**src/lsc_regs.vh**
```
// Register map, field positions, reset values and timing for line state control
`ifndef LSC_REGS_VH
`define LSC_REGS_VH

// Register index within a channel window, byte address = chan*0x20 + idx*4
`define LSC_IDX_LINE      3'h0
`define LSC_IDX_OCV       3'h1
`define LSC_IDX_LOOP_CURRENT_LIMIT      3'h2
`define LSC_IDX_CMO       3'h3
`define LSC_IDX_BOV       3'h4
`define LSC_IDX_CFG       3'h5
`define LSC_CHAN_BIT      5

// LINE register fields
`define LSC_LINE_SEL_LSB  0
`define LSC_LINE_ACT_LSB  4
`define LSC_LINE_FLT_BIT  8
`define LSC_LINE_HOOK_BIT 9
`define LSC_LINE_STBY_BIT 10
`define LSC_LINE_CAL_BIT  11

// CFG register fields
`define LSC_CFG_IMP_BIT   0
`define LSC_CFG_EXT_BIT   1
`define LSC_CFG_CAL_BIT   2

// Line state codes
`define LSC_ST_OPEN       3'h0
`define LSC_ST_FWD_ACT    3'h1
`define LSC_ST_FWD_OHT    3'h2
`define LSC_ST_TIP_OPEN   3'h3
`define LSC_ST_RINGING    3'h4
`define LSC_ST_REV_ACT    3'h5
`define LSC_ST_REV_OHT    3'h6
`define LSC_ST_RING_OPEN  3'h7

// Reset values, voltage LSB 4.907 mV
`define LSC_RST_OCV       15'h0000
`define LSC_RST_LOOP_CURRENT_LIMIT      5'h00
`define LSC_RST_CMO       15'h0266
`define LSC_RST_BOV       15'h0333
`define LSC_RST_CFG       2'h0

// Calibration timing
`define LSC_CLK_MHZ       25
`define LSC_CAL_TIME_US   100
// 100 us at 25 MHz, sized to the cycle counter
`define LSC_CAL_CYC       12'h9C4

`endif

```
**src/lsc_sync.v**
```verilog
// Two flip-flop synchroniser for asynchronous pins
`timescale 1ns/100ps
module lsc_sync #(
    parameter W = 1
) (
    input  wire         clk,
    input  wire         sys_rst,
    input  wire [W-1:0] async_in,
    output wire [W-1:0] sync_out
);

reg [W-1:0] meta_q;
reg [W-1:0] sync_q;

always @(posedge clk) begin
    if (sys_rst) begin
        meta_q <= {W{1'b0}};
        sync_q <= {W{1'b0}};
    end else begin
        meta_q <= async_in;
        sync_q <= meta_q;
    end
end

assign sync_out = sync_q;

endmodule // lsc_sync

```
**src/lsc_line_ctrl.v**
```verilog
// Dual channel line state control with APB register access
//
// Our own choices: the APB slave port and the placing of the registers.
`timescale 1ns/100ps
`include "lsc_regs.vh"

// Notes on behaviour
// - Eight line states per channel, picked by a three-bit software field.
// - After reset the line state is open, code 000.
// - Excess driver power forces the channel open without software action.
// - Code 000 puts both driver outputs in high impedance.
// - Code 001 feeds forward; audio stays off until off-hook.
// - Active states drop to low-power standby while on-hook.
// - Code 010 keeps transmit path up with loop on-hook.
// - Code 011 floats TIP driver and feeds RING.
// - Code 100 rings internally, or drives external ring relay.
// - Code 101 feeds reversed; audio stays off until off-hook.
// - Code 110 transmits on-hook in reversed polarity.
// - Open-circuit voltage programmable up to 63.3 V.
// - Loop current limit programmable 18 to 45 mA in steps.
// - Active feed impedance is 640 or 320 ohms.
// - Programmable common-mode offset below ground for positive terminal.
// - Programmable overhead between negative terminal and battery rail.
// - Common-mode offset resets to the 3 V code.
// - Sensing circuitry calibrates itself on-chip.
// - Code 111 floats RING driver and feeds TIP.
module lsc_line_ctrl (
    input  wire        clk,
    input  wire        sys_rst,
    input  wire        psel,
    input  wire        penable,
    input  wire        pwrite,
    input  wire [7:0]  paddr,
    input  wire [31:0] pwdata,
    output wire        pready,
    output wire        pslverr,
    output wire [31:0] prdata,
    input  wire [1:0]  pwr_excess,
    input  wire [1:0]  off_hook,
    output wire [1:0]  tip_drive_en,
    output wire [1:0]  ring_drive_en,
    output wire [1:0]  polarity_rev,
    output wire [1:0]  audio_pwr_en,
    output wire [1:0]  tx_onhook_en,
    output wire [1:0]  standby_mode,
    output wire [1:0]  ring_gen_en,
    output wire [1:0]  ring_relay_on,
    output wire [1:0]  feed_imp_320,
    output wire [29:0] open_circuit_voltage,
    output wire [9:0]  loop_current_limit,
    output wire [29:0] common_mode_offset,
    output wire [29:0] battery_overhead_voltage,
    output wire        cal_active
);

localparam [11:0] CAL_CYC = `LSC_CAL_CYC;

// Synchronised pins
wire [3:0] pin_s;
wire [1:0] fault_s;
wire [1:0] hook_s;

lsc_sync #(
    .W(4)
) u_sync (
    .clk      (clk),
    .sys_rst  (sys_rst),
    .async_in ({off_hook, pwr_excess}),
    .sync_out (pin_s)
);

assign fault_s = pin_s[1:0];
assign hook_s  = pin_s[3:2];

// Per-channel storage
reg [2:0]  sel_q  [0:1];
reg [2:0]  act_q  [0:1];
reg        flt_q  [0:1];
reg [14:0] ocv_q  [0:1];
reg [4:0]  loop_current_limit_q [0:1];
reg [14:0] cmo_q  [0:1];
reg [14:0] bov_q  [0:1];
reg [1:0]  cfg_q  [0:1];

// Bus decode
wire       chan;
wire [2:0] idx;
wire       hit;
wire       acc;
wire       wr_en;
wire [1:0] wr_ch;

assign chan  = paddr[`LSC_CHAN_BIT];
assign idx   = paddr[4:2];
assign hit   = (paddr[7:6] == 2'h0) && (paddr[1:0] == 2'h0) &&
               (idx <= `LSC_IDX_CFG);
assign acc   = psel & penable;
assign wr_en = acc & pwrite & hit;
assign wr_ch = {wr_en & chan, wr_en & ~chan};

assign pready  = 1'b1;
assign pslverr = acc & ~hit;

// Calibration engine
reg [11:0] cal_cnt_q;
reg        cal_busy_q;
wire       cal_start;

assign cal_start = wr_en && (idx == `LSC_IDX_CFG) &&
                   pwdata[`LSC_CFG_CAL_BIT];

always @(posedge clk) begin
    if (sys_rst) begin
        cal_busy_q <= 1'b1;
        cal_cnt_q  <= 12'h000;
    end else if (cal_start) begin
        cal_busy_q <= 1'b1;
        cal_cnt_q  <= 12'h000;
    end else if (cal_busy_q) begin
        if (cal_cnt_q == CAL_CYC - 12'h001) begin
            cal_busy_q <= 1'b0;
        end
        cal_cnt_q <= cal_cnt_q + 12'h001;
    end
end

assign cal_active = cal_busy_q;

// Register writes and fault handling
integer i;

always @(posedge clk) begin
    for (i = 0; i < 2; i = i + 1) begin
        if (sys_rst) begin
            sel_q[i]  <= `LSC_ST_OPEN;
            act_q[i]  <= `LSC_ST_OPEN;
            flt_q[i]  <= 1'b0;
            ocv_q[i]  <= `LSC_RST_OCV;
            loop_current_limit_q[i] <= `LSC_RST_LOOP_CURRENT_LIMIT;
            cmo_q[i]  <= `LSC_RST_CMO;
            bov_q[i]  <= `LSC_RST_BOV;
            cfg_q[i]  <= `LSC_RST_CFG;
        end else begin
            if (fault_s[i]) begin
                sel_q[i] <= `LSC_ST_OPEN;
            end else if (wr_ch[i] && idx == `LSC_IDX_LINE) begin
                sel_q[i] <= pwdata[2:0];
            end
            act_q[i] <= sel_q[i];
            if (fault_s[i]) begin
                flt_q[i] <= 1'b1;
            end else if (wr_ch[i] && idx == `LSC_IDX_LINE &&
                         pwdata[`LSC_LINE_FLT_BIT]) begin
                flt_q[i] <= 1'b0;
            end
            if (wr_ch[i] && idx == `LSC_IDX_OCV) begin
                ocv_q[i] <= pwdata[14:0];
            end
            if (wr_ch[i] && idx == `LSC_IDX_LOOP_CURRENT_LIMIT) begin
                loop_current_limit_q[i] <= pwdata[4:0];
            end
            if (wr_ch[i] && idx == `LSC_IDX_CMO) begin
                cmo_q[i] <= pwdata[14:0];
            end
            if (wr_ch[i] && idx == `LSC_IDX_BOV) begin
                bov_q[i] <= pwdata[14:0];
            end
            if (wr_ch[i] && idx == `LSC_IDX_CFG) begin
                cfg_q[i] <= pwdata[1:0];
            end
        end
    end
end

// Driver control per channel
reg [1:0] tip_q;
reg [1:0] ring_q;
reg [1:0] rev_q;
reg [1:0] aud_q;
reg [1:0] oht_q;
reg [1:0] stby_q;
reg [1:0] rgen_q;
reg [1:0] rly_q;
reg [1:0] imp_q;
reg [1:0] act_on;

integer k;

always @(posedge clk) begin
    for (k = 0; k < 2; k = k + 1) begin
        if (sys_rst) begin
            tip_q[k]  <= 1'b0;
            ring_q[k] <= 1'b0;
            rev_q[k]  <= 1'b0;
            aud_q[k]  <= 1'b0;
            oht_q[k]  <= 1'b0;
            stby_q[k] <= 1'b0;
            rgen_q[k] <= 1'b0;
            rly_q[k]  <= 1'b0;
            imp_q[k]  <= 1'b0;
            act_on[k] <= 1'b0;
        end else begin
            tip_q[k]  <= 1'b0;
            ring_q[k] <= 1'b0;
            rev_q[k]  <= 1'b0;
            aud_q[k]  <= 1'b0;
            oht_q[k]  <= 1'b0;
            stby_q[k] <= 1'b0;
            rgen_q[k] <= 1'b0;
            rly_q[k]  <= 1'b0;
            act_on[k] <= 1'b0;
            imp_q[k]  <= 1'b0;
            case (act_q[k])
                `LSC_ST_OPEN: begin
                    tip_q[k]  <= 1'b0;
                    ring_q[k] <= 1'b0;
                end
                `LSC_ST_FWD_ACT: begin
                    tip_q[k]  <= 1'b1;
                    ring_q[k] <= 1'b1;
                    act_on[k] <= 1'b1;
                    aud_q[k]  <= hook_s[k];
                    stby_q[k] <= ~hook_s[k];
                    imp_q[k]  <= cfg_q[k][`LSC_CFG_IMP_BIT];
                end
                `LSC_ST_FWD_OHT: begin
                    tip_q[k]  <= 1'b1;
                    ring_q[k] <= 1'b1;
                    aud_q[k]  <= 1'b1;
                    oht_q[k]  <= 1'b1;
                end
                `LSC_ST_TIP_OPEN: begin
                    tip_q[k]  <= 1'b0;
                    ring_q[k] <= 1'b1;
                end
                `LSC_ST_RINGING: begin
                    if (cfg_q[k][`LSC_CFG_EXT_BIT]) begin
                        rly_q[k] <= 1'b1;
                    end else begin
                        tip_q[k]  <= 1'b1;
                        ring_q[k] <= 1'b1;
                        rgen_q[k] <= 1'b1;
                    end
                end
                `LSC_ST_REV_ACT: begin
                    tip_q[k]  <= 1'b1;
                    ring_q[k] <= 1'b1;
                    rev_q[k]  <= 1'b1;
                    act_on[k] <= 1'b1;
                    aud_q[k]  <= hook_s[k];
                    stby_q[k] <= ~hook_s[k];
                    imp_q[k]  <= cfg_q[k][`LSC_CFG_IMP_BIT];
                end
                `LSC_ST_REV_OHT: begin
                    tip_q[k]  <= 1'b1;
                    ring_q[k] <= 1'b1;
                    rev_q[k]  <= 1'b1;
                    aud_q[k]  <= 1'b1;
                    oht_q[k]  <= 1'b1;
                end
                `LSC_ST_RING_OPEN: begin
                    tip_q[k]  <= 1'b1;
                    ring_q[k] <= 1'b0;
                end
                default: begin
                    tip_q[k]  <= 1'b0;
                    ring_q[k] <= 1'b0;
                end
            endcase
        end
    end
end

assign tip_drive_en  = tip_q;
assign ring_drive_en = ring_q;
assign polarity_rev  = rev_q;
assign audio_pwr_en  = aud_q;
assign tx_onhook_en  = oht_q;
assign standby_mode  = stby_q;
assign ring_gen_en   = rgen_q;
assign ring_relay_on = rly_q;
assign feed_imp_320  = imp_q;

// Feed parameters to the analog loop
assign open_circuit_voltage     = {ocv_q[1], ocv_q[0]};
assign loop_current_limit       = {loop_current_limit_q[1], loop_current_limit_q[0]};
assign common_mode_offset       = {cmo_q[1], cmo_q[0]};
assign battery_overhead_voltage = {bov_q[1], bov_q[0]};

// Read path, captured in the setup cycle
reg [31:0] rdata_d;
reg [31:0] rdata_q;

always @* begin
    rdata_d = 32'h00000000;
    case (idx)
        `LSC_IDX_LINE: begin
            rdata_d[2:0] = sel_q[chan];
            rdata_d[6:4] = act_q[chan];
            rdata_d[`LSC_LINE_FLT_BIT]  = flt_q[chan];
            rdata_d[`LSC_LINE_HOOK_BIT] = hook_s[chan];
            rdata_d[`LSC_LINE_STBY_BIT] = stby_q[chan];
            rdata_d[`LSC_LINE_CAL_BIT]  = ~cal_busy_q;
        end
        `LSC_IDX_OCV:  rdata_d[14:0] = ocv_q[chan];
        `LSC_IDX_LOOP_CURRENT_LIMIT: rdata_d[4:0]  = loop_current_limit_q[chan];
        `LSC_IDX_CMO:  rdata_d[14:0] = cmo_q[chan];
        `LSC_IDX_BOV:  rdata_d[14:0] = bov_q[chan];
        `LSC_IDX_CFG:  rdata_d[1:0]  = cfg_q[chan];
        default:       rdata_d = 32'h00000000;
    endcase
    if (!hit) begin
        rdata_d = 32'h00000000;
    end
end

always @(posedge clk) begin
    if (sys_rst) begin
        rdata_q <= 32'h00000000;
    end else if (psel && !penable) begin
        rdata_q <= rdata_d;
    end
end

assign prdata = rdata_q;

endmodule // lsc_line_ctrl

```
**config.mk**
```make
export PLATFORM = sky130hd
export DESIGN_NAME = lsc_line_ctrl
export DESIGN_NICKNAME = d
export VERILOG_FILES = /design/src/lsc_sync.v /design/src/lsc_line_ctrl.v
export VERILOG_INCLUDE_DIRS = /design/src
export SDC_FILE = /design/constraint.sdc
export NUM_CORES = 1
export LEC_CHECK = 0
export ABC_AREA = 0
export BUFFER_PORTS_ARGS = -buffer_cell sky130_fd_sc_hd__buf_2
export CAP_MARGIN = 5
export CORE_ASPECT_RATIO = 1.4
export CORE_UTILIZATION = 53
export CTS_CLUSTER_DIAMETER = 30
export DETAILED_ROUTE_END_ITERATION = 16
export GPL_ROUTABILITY_DRIVEN = 0
export PLACE_DENSITY = 0.9
export SLEW_MARGIN = 10
export SYNTH_ARGS = -nofsm -noshare
export SYNTH_HDL_FRONTEND = slang
export SYNTH_SLANG_ARGS = --single-unit
export TNS_END_PERCENT = 50
```
**constraint.sdc**
```tcl
create_clock -name clk -period 3.4 [get_ports clk]
set_input_delay 0.34 -clock clk [delete_from_list [all_inputs] [get_ports clk]]
set_output_delay 0.34 -clock clk [all_outputs]
set_load 0.01 [all_outputs]
```
Word-level counts from Yosys, hierarchy flattened --
Memories as Yosys holds them, arrays and structs flattened. Index checks and enable logic that the tools add are counted.
Operators by class: div/mod/pow operators 0, $add $sub $neg 1, multiplexer cells 104, eq/ne operators 20, reduce and logical (&&, ||, !) cells 44, $lt $le $gt $ge 2, multipliers 0, bitwise operators 35, shift operators 0
Operator list (number):
- $mux W15 | 7
- $mux W1 | 73
- $eq A3 B3 Y1 const B | 10
- $reduce_or A2 Y1 | 15
- $or A1 B1 Y1 | 20
- $reduce_or A5 Y1 | 4
- $logic_and A1 B1 Y1 | 19
- $eq A3 B2 Y1 const B | 6
- $mux W3 | 6
- $pmux W4 S4 | 1
- $pmux W1 S3 | 5
- $add A12 B1 Y12 const B | 1
- $eq A12 B12 Y1 const B | 1
- $pmux W2 S6 | 1
- $mux W5 | 2
- $pmux W1 S5 | 2
- $eq A3 B1 Y1 const B | 3
- $logic_not A3 Y1 | 3
- $not A1 Y1 | 9
- $pmux W3 S3 | 1
- $pmux W2 S4 | 1
- $and A1 B1 Y1 | 6
- $logic_not A2 Y1 | 2
- $mux W2 | 2
- other kinds (5) | 6
Storage, ports and cells: bits in writable memories 118, logic and storage cells 232, memories 8, bits in latches 0, register bits after elaboration 71, bits in read-only memories 0
Memories:
- bov_q | depth 2, width 15, read ports 3, clocked after Yosys merged registers in 0, write ports 2, RTL line lsc_line_ctrl.v:82 | reg [14:0] bov_q [0:1];
- cmo_q | depth 2, width 15, read ports 3, clocked after Yosys merged registers in 0, write ports 2, RTL line lsc_line_ctrl.v:81 | reg [14:0] cmo_q [0:1];
- ocv_q | depth 2, width 15, read ports 3, clocked after Yosys merged registers in 0, write ports 2, RTL line lsc_line_ctrl.v:79 | reg [14:0] ocv_q [0:1];
- loop_current_limit_q | depth 2, width 5, read ports 3, clocked after Yosys merged registers in 0, write ports 2, RTL line lsc_line_ctrl.v:80 | reg [4:0] loop_current_limit_q [0:1];
- act_q | depth 2, width 3, read ports 3, clocked after Yosys merged registers in 0, write ports 2, RTL line lsc_line_ctrl.v:77 | reg [2:0] act_q [0:1];
- sel_q | depth 2, width 3, read ports 3, clocked after Yosys merged registers in 0, write ports 2, RTL line lsc_line_ctrl.v:76 | reg [2:0] sel_q [0:1];
- 2 more memories

Logic depth before layout (Yosys ltp) --
Gate-level depths: netlist (run 1).
depth in word-level cells 12, mapped depth 7, gate-level depth less buffers 6

Hierarchy --
A second synthesis (run 1) with hierarchy kept.
Unflattened totals: cell total of the unflattened synthesis 653, area, all modules 7654.8 um^2
Modules (own cells, without submodules):
- lsc_line_ctrl | cells each 637, instances 1, area an instance 7444.6 um^2
- lsc_sync | cells each 16, instances 1, area an instance 210.2 um^2

Worst setup path before layout (run 1) --
No wires, ideal clock.
kind input-to-reg, from in paddr[7], to mem ocv_q[1][0] (enable), library setup time 390 ps, data required time 3010 ps, setup slack 915 ps, arrival time 2095 ps, path buffers 0, stages 4, cells stage by stage or4_4 nor2_1 nand3_1 o21bai_1
RTL lines:
- from (decl) | RTL line lsc_line_ctrl.v:33 | input wire [7:0] paddr,
- to (decl) | RTL line lsc_line_ctrl.v:79

==> results by group, run 1 <==
Critical path
  • Maximum net fanout on the critical path: 6
  • Startpoint type of the worst setup path: input pin
  • Setup Crit Path Kind: in -> reg
  • Worst-path cell with the longest stage delay: o21bai_1
  • Setup slack of the most critical reg-to-reg path: 1810 ps
  • Worst path top cell family by delay: simple AND/OR/NAND/NOR gates
  • Data arrival, critical path: 2390 ps
  • Ordered list of cells on the worst path: buf_2 > or4_4 > nor2_1 > nand3_1 > o21bai_1
  • Required time at the endpoint of the critical path: 3470 ps
  • CP max stage delay: 610 ps
  • Nature of the critical path endpoint: flip-flop
  • Sum of buffers and inverters on the critical path: 1

STA
  • Final Hold Vio Count: 0
  • Final-layout setup total negative slack: 0 ps
  • Fin Clk Skew: 12.0 ps
  • Final min period: 2330 ps
  • Final Max Slew Viols: 0
  • Maximum frequency from static timing analysis: 0.430 GHz
  • Number of setup violations in the final report: 0
  • Smallest setup slack after layout: 1070 ps
  • Max-Slew Margin vs Limit: 0.409
  • RSZ-0062 raised after global routing: no
  • Worst-Margin Slew: 884 ps
  • Period Utilization, post-route: 0.684

Floorplanning
  • Die footprint: roughly 15000 um^2
  • Core area: 14000 um^2
  • Starting utilization of the core area: 0.548
  • X dimension of the die: a little over 100 um
  • Die Ht: 145 um
  • Site row count: 51
  • Top-level port count: 202

Detailed routing
  • Number of DRC markers in iteration 0: 836
  • Routed len/inst: roughly 22 um
  • Detailed Route WL: 22700 um
  • Top routing layer in use: met4
  • Met1 layer wirelength in the final routing: ~7500 um
  • Met3 wirelength from detailed routing: about 2500 um
  • Vias post-DR: 6211
  • Routed wl met2: 11500 um
  • Number of DRC violations after detailed routing: 0
  • Via count normalized by instance count: 6.05
  • First-pass DRT Iterations: 6
  • ANT nets after route: 0

GRT
  • Total routing resource utilization after global routing: 0.303
  • Number of antenna violations at the first check in global routing: 0
  • Via count of the first global-routing pass: around 6000
  • Pin count of the biggest net entering global routing: slightly above 60
  • Wire length of the first global-routing pass: 33500 um
  • Aggregate global routing overflow: 0

Cells and area
  • Share of cells above drive strength 1: 0.278
  • NumNets Final: 888
  • Number of antenna repair diodes: 0
  • Layout overhead on the synthesized area: 21.2%
  • Final Core Density: 0.664

Logic synthesis
  • Unique masters post-synth: 48
  • Sequential element share of the synthesized area: 0.589
  • Count of yosys warnings during synthesis: 0
  • Cell types occupying the most area after synthesis: edfxtp_1, dfxtp_1, mux2i_1, and2_1, o22ai_1
  • Dominant combinational cell family by area after synthesis: simple AND/OR/NAND/NOR gates
  • Commonest cells in the synthesized netlist: edfxtp_1, and2_1, dfxtp_1, mux2i_1, nor2_1
  • Count leader, synth: edfxtp_1
  • Proportion of synthesized area in mux cells: 0.0824
  • Count of flip-flops with a built-in enable after synthesis: approximately 110
  • FFs w/ async S/R, synth: 0
  • Post-synthesis cell count: approximately 660
  • Area share of the largest cell type after synthesis: 0.425
  • Mean post-synth cell area: about 12 um^2
  • Area share of and/or/nand/nor cells after synthesis: 0.178
  • Area leader, netlist: edfxtp_1
  • Post-Synth XOR/XNOR Area: 0.0114
  • Yosys reg bits: 172
  • Leading register cell type out of synthesis: edfxtp_1
  • Synth Area in Compound Gates: 0.0761
  • Synthesized-area fraction occupied by adder cells: 0.0179
  • Summed instance area of the synthesized netlist: slightly below 8000 um^2

Power and ir drop
  • Proportion of total power due to net switching: 0.239
  • Share of power burned in the clock network: 0.427
  • Power per cell area: 509 nW/um^2
  • Portion of total power attributed to sequential cells: 0.494
  • Combinational cell fraction of total power: 0.078
  • Leakage power of the design: about 0.0038 uW
  • Switching power of the nets: 1140 uW
  • VDD IR max: 0.345 mV
  • Cell internal power dissipation: 3620 uW

Place
  • Worst slack at placement: 718 ps
  • DPL Wire Length: around 15000 um
  • Number of input and output port buffers inserted: 166

Clocking
  • CTS clk-pin slew, worst paths: around 60 ps
  • Post-CTS repair timing setup buffer count: 0
  • Clock buffer count from CTS: 17
  • Clock tree from TritonCTS: yes
  • Insertion delay of the later-clocked pin in the worst-skew pair: 440 ps
  • Number of sinks driven by the clock tree: 172
  • Depth of the CTS H-tree: 4
  • Cell chosen for the clock root: clkbuf_16
  • Number of cells upsized or downsized after cts: 0
  • Maximum count of clock buffers along a single path: 2
  • Hold-fix buffers, CTS: 0

Outcome
  • Status: completed

Run
  • Maxcap violations: 0

Hold path
  • Worst hold-check path type: in -> reg
-- cell usage in the layout (no fill, tap or decap), types with 3 or more instances in the layout --
master	instances
a21oi_1	27
and2_1	78
and3_1	6
buf_2	165
buf_4	25
bufinv_16	3
clkbuf_1	3
clkbuf_16	17
clkinv_4	3
conb_1	18
dfxtp_1	63
edfxtp_1	109
ha_1	11
inv_1	10
inv_6	4
mux2i_1	60
nand2_1	28
nand2b_1	3
nand3_1	8
nand3b_1	3
nand4_1	7
nor2_1	37
nor2b_1	18
nor3_1	12
nor3b_1	4
o21ai_0	18
o21bai_1	4
o21bai_2	6
o22ai_1	30
o31ai_1	5
or3_1	22
xnor2_1	4
xor2_1	6
-- final cells by class --
cell class,instances,area [um^2]
Fill cell,1003,4710
Inverter,10,37.5
Tap cell,185,231
Timing Repair Buffer,190,1010
Clock buffer,21,450
Multi-Input combinational cell,437,2900
Sequential cell,172,4530
Clock inverter,11,159
-- power groups by stage --
stage | Sequential [uW] | Clock [uW] | Combinational (uW)
3_3_place_gp | 2390 | 0 | 354
5_1_grt | 2350 | 2100 | 394
6_report | 2350 | 2030 | 372
4_1_cts | 2350 | 2020 | 368
2_1_floorplan | 2410 | 0 | 183
3_5_place_dp | 2390 | 0 | 364
-- sequential cells by signal, summed over array words and instances (netlist names), 4 cells and up --
signal	flops
loop_current_limit_q	10
ocv_q	30
act_q	6
cmo_q	30
u_sync.meta_q	4
u_sync.sync_out	4
bov_q	30
cfg_q	4
sel_q	6
prdata	15
cal_cnt_q	12
-- through the flow --
stage / cell area, um^2 / instances / total power, uW / hold slack (ps)
after floorplan: 7750 / 677 / 2590 / 414
after global placement: 8720 / 994 / 2740 / 424
after detailed placement: 8720 / 994 / 2750 / 440
after CTS: 9330 / 1026 / 4730 / 128
after global routing: 9330 / 1026 / 4840 / 127
final: 9330 / 1026 / 4750 / 126
-- cell families (layout without fill, tap and decap cells) --
logic type      after synthesis  after routing
compound gates               96             96
simple gates                240            240
buf+inv                      68            232
flops                       172            172
fa+ha+maj                    11             11
mux                          62             62
other cells                   2             18
xor+xnor                     10             10
-- metal layers --
layer,vias up,GRT usage
met5,-,0
met4,0,0.185
met3,106,0.0617
met2,514,0.521
met1,2922,0.349
li1,2669,-
-- final timing paths --
path                     from  depth (start not counted)                          to
max                  paddr[7]                          5  loop_current_limit_q[0][2]
min               off_hook[0]                          2            u_sync.meta_q[2]
max reg2reg        cal_active                          4               cal_cnt_q[11]
min reg2reg  u_sync.meta_q[2]                          1          u_sync.sync_out[2]
Note: power is estimated with default switching activity, not from simulation.
==> run 2, diff against run 1 <==
- clock period: 3.4 -> 2.27 ns (I/O delays scaled with it)
==> results by group, run 2 (synthesis results as in run 1) <==
Outcome
  • Status: completed

Floorplanning
  • Die Ht: 145 um
  • Core area: 14000 um^2
  • Starting utilization of the core area: 0.548
  • Top-level port count: 202
  • X dimension of the die: 104 um
  • Die footprint: 15000 um^2
  • Site row count: slightly above 50

STA
  • Maximum frequency from static timing analysis: ~0.53 GHz
  • Final Max Slew Viols: 0
  • Final min period: 1870 ps
  • Smallest setup slack after layout: 396 ps
  • Final Hold Vio Count: 0
  • Max-Slew Margin vs Limit: 0.499
  • RSZ-0062 raised after global routing: no
  • Worst-Margin Slew: around 750 ps
  • Fin Clk Skew: 6.31 ps
  • Period Utilization, post-route: 0.826
  • Number of setup violations in the final report: 0

GRT
  • Aggregate global routing overflow: 0
  • Via count of the first global-routing pass: 5996
  • Pin count of the biggest net entering global routing: 62
  • Total routing resource utilization after global routing: 0.288
  • Wire length of the first global-routing pass: 32300 um
  • Number of antenna violations at the first check in global routing: 0

Detailed routing
  • Detailed Route WL: 21500 um
  • Number of DRC violations after detailed routing: 0
  • Vias post-DR: ~6100
  • Routed len/inst: between 20 and 25 um
  • First-pass DRT Iterations: 5
  • ANT nets after route: 0
  • Number of DRC markers in iteration 0: 504
  • Via count normalized by instance count: 5.84

Power and ir drop
  • VDD IR max: 0.513 mV
  • Switching power of the nets: 1650 uW
  • Power after layout: 6780 uW
  • Cell internal power dissipation: 5120 uW
  • Share of power burned in the clock network: 0.396
  • Leakage power of the design: 0.00388 uW
  • Portion of total power attributed to sequential cells: 0.520
  • Combinational cell fraction of total power: 0.085
  • Power per cell area: 720 nW/um^2
  • Proportion of total power due to net switching: 0.244

Clocking
  • Insertion delay of the later-clocked pin in the worst-skew pair: 430 ps
  • Number of sinks driven by the clock tree: 172
  • Hold-fix buffers, CTS: 0
  • Depth of the CTS H-tree: 4
  • Cell chosen for the clock root: clkbuf_16
  • Maximum count of clock buffers along a single path: 2
  • CTS clk-pin slew, worst paths: about 60 ps
  • Clock tree from TritonCTS: yes
  • Clock buffer count from CTS: 17
  • Post-CTS repair timing setup buffer count: 0
  • Number of cells upsized or downsized after cts: 0

Cells and area
  • Share of cells above drive strength 1: 0.289
  • Cell Count, Final, Fillers Out: 1039
  • Layout overhead on the synthesized area: 22.3%
  • NumNets Final: roughly 900
  • Most used cells in the layout excluding fill and tap cells: buf_2, edfxtp_1, and2_1, dfxtp_1, mux2i_1
  • Biggest registers after layout: bov_q x30, cmo_q x30, ocv_q x30
  • Most common cell after layout, fill and taps aside: buf_2
  • FILL cells: between 1000 and 1500
  • Area occupied by multi-input gates: 2900 um^2
  • Number of antenna repair diodes: 0
  • Sequential cell area: 4530 um^2
  • Final std cell area, no fill: 9410 um^2

Hold path
  • Cells on Worst Hold Path: 2
  • Worst hold-check path type: in -> reg

Place
  • Worst slack at placement: 9.87 ps
  • DP Cell Count: between 1000 and 1500
  • DPL Wire Length: 15400 um
  • Total placed instance area: ~8900 um^2
  • Number of input and output port buffers inserted: roughly 170

Critical path
  • Required time at the endpoint of the critical path: around 2400 ps
  • Startpoint type of the worst setup path: input pin
  • Maximum net fanout on the critical path: 10
  • Data arrival, critical path: 2000 ps
  • Nature of the critical path endpoint: flip-flop
  • Count of cells along the worst register-to-register path: 4
  • Setup Crit Path Kind: in -> reg

Run
  • Maxcap violations: 0
-- run 2: cell types whose count changed in the layout (fill, tap and decap cells not counted), sizes merged --
cell    delta
inv        +2
bufinv     -3
clkinv     +1
buf       +13
-- run 2: worst paths after layout --
check                    from            endpoint  slack (ps)
max                  paddr[7]         cmo_q[1][5]         400
min               off_hook[1]    u_sync.meta_q[3]          20
max reg2reg        cal_active       cal_cnt_q[11]         750
min reg2reg  u_sync.meta_q[2]  u_sync.sync_out[2]         430
-- run 2: layout make-up --
type / count / share of cell area
well taps: 185 / 0.0246
repair buffers: 203 / 0.123
inverters: 10 / 0.00399
clock buffers: 21 / 0.0489
clock inverters: 11 / 0.00878
multi-input cells: 437 / 0.308
flip-flops and latches: 172 / 0.482
-- run 2: metrics by stage --
stage,hold slack [ps],TNS (ps),utilization
after floorplan,307,-9150,-
after global placement,426,0,0.632
after detailed placement,431,0,0.632
after CTS,19.2,0,0.670
after global routing,25.4,0,0.670
final,20.9,0,0.670
-- run 2: layer usage --
| metal | share of wire | up-vias | track usage |
|---|---|---|---|
| met2 | 0.52 | 430 | 0.509 |
| met5 | 0 | - | 0 |
| met3 | 0.095 | 80 | 0.0608 |
| met4 | 0.053 | 0 | 0.167 |
| met1 | 0.34 | 2861 | 0.324 |
| li1 | - | 2698 | - |
-- run 2: critical path: stages --
cell and delay [ps]:
buf_2 110, or4_4 540, nor2_1 310, nand3_1 330
o21bai_2 240, buf_4 240
-- run 2: power groups by stage --
stage	Sequential (uW)	Clock, uW	Combinational (uW)
floorplan	3610	0	274
global placement	3580	0	546
detailed placement	3580	0	563
CTS	3520	2690	569
global route	3530	2830	612
finish	3520	2680	574
==> run 3, diff against run 2 <==
- clock period: 2.27 -> 1.9 ns (I/O delays scaled with it)
==> results by group, run 3 (synthesis results as in run 1) <==
Detailed routing
  • Routed len/inst: 20.7 um
  • Vias post-DR: approximately 6200
  • Met1 layer wirelength in the final routing: 7530 um
  • Number of DRC violations after detailed routing: 0
  • Number of DRC markers in iteration 0: just over 700
  • Via count normalized by instance count: about 5.8
  • ANT nets after route: 0
  • Top routing layer in use: met4
  • Detailed Route WL: 22000 um
  • Met3 wirelength from detailed routing: about 1800 um
  • Routed wl met2: 11400 um
  • First-pass DRT Iterations: 6

Critical path
  • Worst-path cell with the longest stage delay: or4_4
  • Maximum net fanout on the critical path: 9
  • Data arrival, critical path: 1810 ps
  • Setup slack of the most critical reg-to-reg path: 470 ps
  • Required time at the endpoint of the critical path: 2050 ps
  • Nature of the critical path endpoint: flip-flop
  • Crit. Startpoint: paddr[7]
  • Count of cells along the worst register-to-register path: 4
  • Startpoint of the lowest-slack register-to-register path: ocv_q[1][1]
  • Setup Crit Path Kind: in -> reg
  • Sum of buffers and inverters on the critical path: 2
  • Startpoint type of the worst setup path: input pin
  • CP max stage delay: between 500 and 600 ps
  • Worst path top cell family by delay: simple AND/OR/NAND/NOR gates
  • Destination of the worst register-to-register timing path: prdata[1]
  • Ordered list of cells on the worst path: buf_2 > or4_4 > nor2_2 > nand3_2 > o21bai_4 > buf_12

STA
  • Maximum frequency from static timing analysis: about 0.6 GHz
  • Final-layout setup total negative slack: 0 ps
  • Number of setup violations in the final report: 0
  • Final Max Slew Viols: 0
  • Worst-Margin Slew: ~630 ps
  • Max-Slew Margin vs Limit: 0.579
  • Final min period: approximately 1700 ps
  • Final-layout worst hold slack: -5.92 ps
  • Fin Clk Skew: 4.57 ps
  • RSZ-0062 raised after global routing: no
  • Period Utilization, post-route: 0.877
  • Final Hold Vio Count: 1

Hold path
  • Min-delay src: pwr_excess[1]
  • Worst hold-check path type: in -> reg
  • Cells on Worst Hold Path: 2
  • Worst hold endpoint: u_sync.meta_q[1]

Outcome
  • Failing checks: hold timing
  • Status: finished, violations left

Cells and area
  • Share of cells above drive strength 1: 0.311
  • NumNets Final: a little over 900
  • Biggest registers after layout: bov_q x30, cmo_q x30, ocv_q x30
  • Number of antenna repair diodes: 0
  • Layout overhead on the synthesized area: 26.5%
  • Most common cell after layout, fill and taps aside: buf_2
  • Most used cells in the layout excluding fill and tap cells: buf_2, edfxtp_1, and2_1, dfxtp_1, mux2i_1

Power and ir drop
  • Power after layout: 8340 uW
  • Power per cell area: 856 nW/um^2
  • Leakage power of the design: 0.00402 uW
  • VDD IR max: between 0.6 and 0.7 mV

Floorplanning
  • Die Ht: 145 um
  • Die footprint: ~15000 um^2
  • Site row count: 51
  • Top-level port count: 202
  • Starting utilization of the core area: 0.548
  • X dimension of the die: 104 um
  • Core area: between 10000 and 15000 um^2

Clocking
  • Clock tree from TritonCTS: yes
  • Insertion delay of the later-clocked pin in the worst-skew pair: 430 ps
  • Maximum count of clock buffers along a single path: 2
  • Depth of the CTS H-tree: 4
  • Clock buffer count from CTS: 17
  • CTS clk-pin slew, worst paths: 60 ps
  • Cell chosen for the clock root: clkbuf_16
  • Number of sinks driven by the clock tree: 172

GRT
  • Aggregate global routing overflow: 0
  • Number of antenna violations at the first check in global routing: 0
  • Wire length of the first global-routing pass: 33200 um
  • Total routing resource utilization after global routing: 0.298
  • Via count of the first global-routing pass: 5954
  • Pin count of the biggest net entering global routing: 62

Place
  • Number of input and output port buffers inserted: between 150 and 200
  • DPL Wire Length: 15600 um

Run
  • Maxcap violations: 0
-- run 3: how the worst max path moves through the flow --
stage / endpoint / slack (ps) / cells past startpoint
after floorplan: bov_q[0][0] / -10 / 4
after global placement: bov_q[0][12] / -190 / 6
after detailed placement: bov_q[0][7] / -200 / 6
after CTS: bov_q[0][9] / 250 / 6
after global routing: bov_q[0][9] / 190 / 6
final: bov_q[0][6] / 230 / 6
-- run 3: worst reg2reg max path, delay by kind of cell (launching register included) --
kind	cells	cell delay [ps]
compound gates	3	570
flops	1	470
mux	1	250
-- run 3: what timing repair did --
item                                   in CTS  in global routing
hold buffers                                3                  0
gates resized for setup                     0                  0
setup buffers                               0                  0
endpoints found under the hold margin       3                  0
-- run 3: metal layers --
metal  global-route usage  vias up
li1                     -     2739
met1                0.337     2891
met2                0.522      415
met3               0.0613      105
met4                0.181        0
met5                    0        -
-- run 3: metrics by stage --
stage | setup WS (ps) | instances | hold WS, ps | instance area, um^2 | utilization
after floorplan | -12.8 | 677 | 270 | 7840 | -
after global placement | -187 | 1027 | 416 | 9130 | 0.650
after detailed placement | -201 | 1027 | 406 | 9130 | 0.650
after CTS | 246 | 1062 | 0.731 | 9740 | 0.693
after global routing | 189 | 1062 | 14.4 | 9740 | 0.693
final | 234 | 1062 | -5.92 | 9740 | 0.693
-- run 3: power by group --
part | internal, uW | switching (uW)
combinational | 297 | 431
clock | 1940 | 1450
sequential | 4100 | 114
-- run 3: layout make-up --
type / count / area (um^2)
timing repair buffer: 226 / 1390
clock buffer: 18 / 429
inverter: 10 / 37.5
multi-input combinational: 437 / 2970
clock inverter: 14 / 145
sequential: 172 / 4530
fill: 970 / 4300
tap: 185 / 231
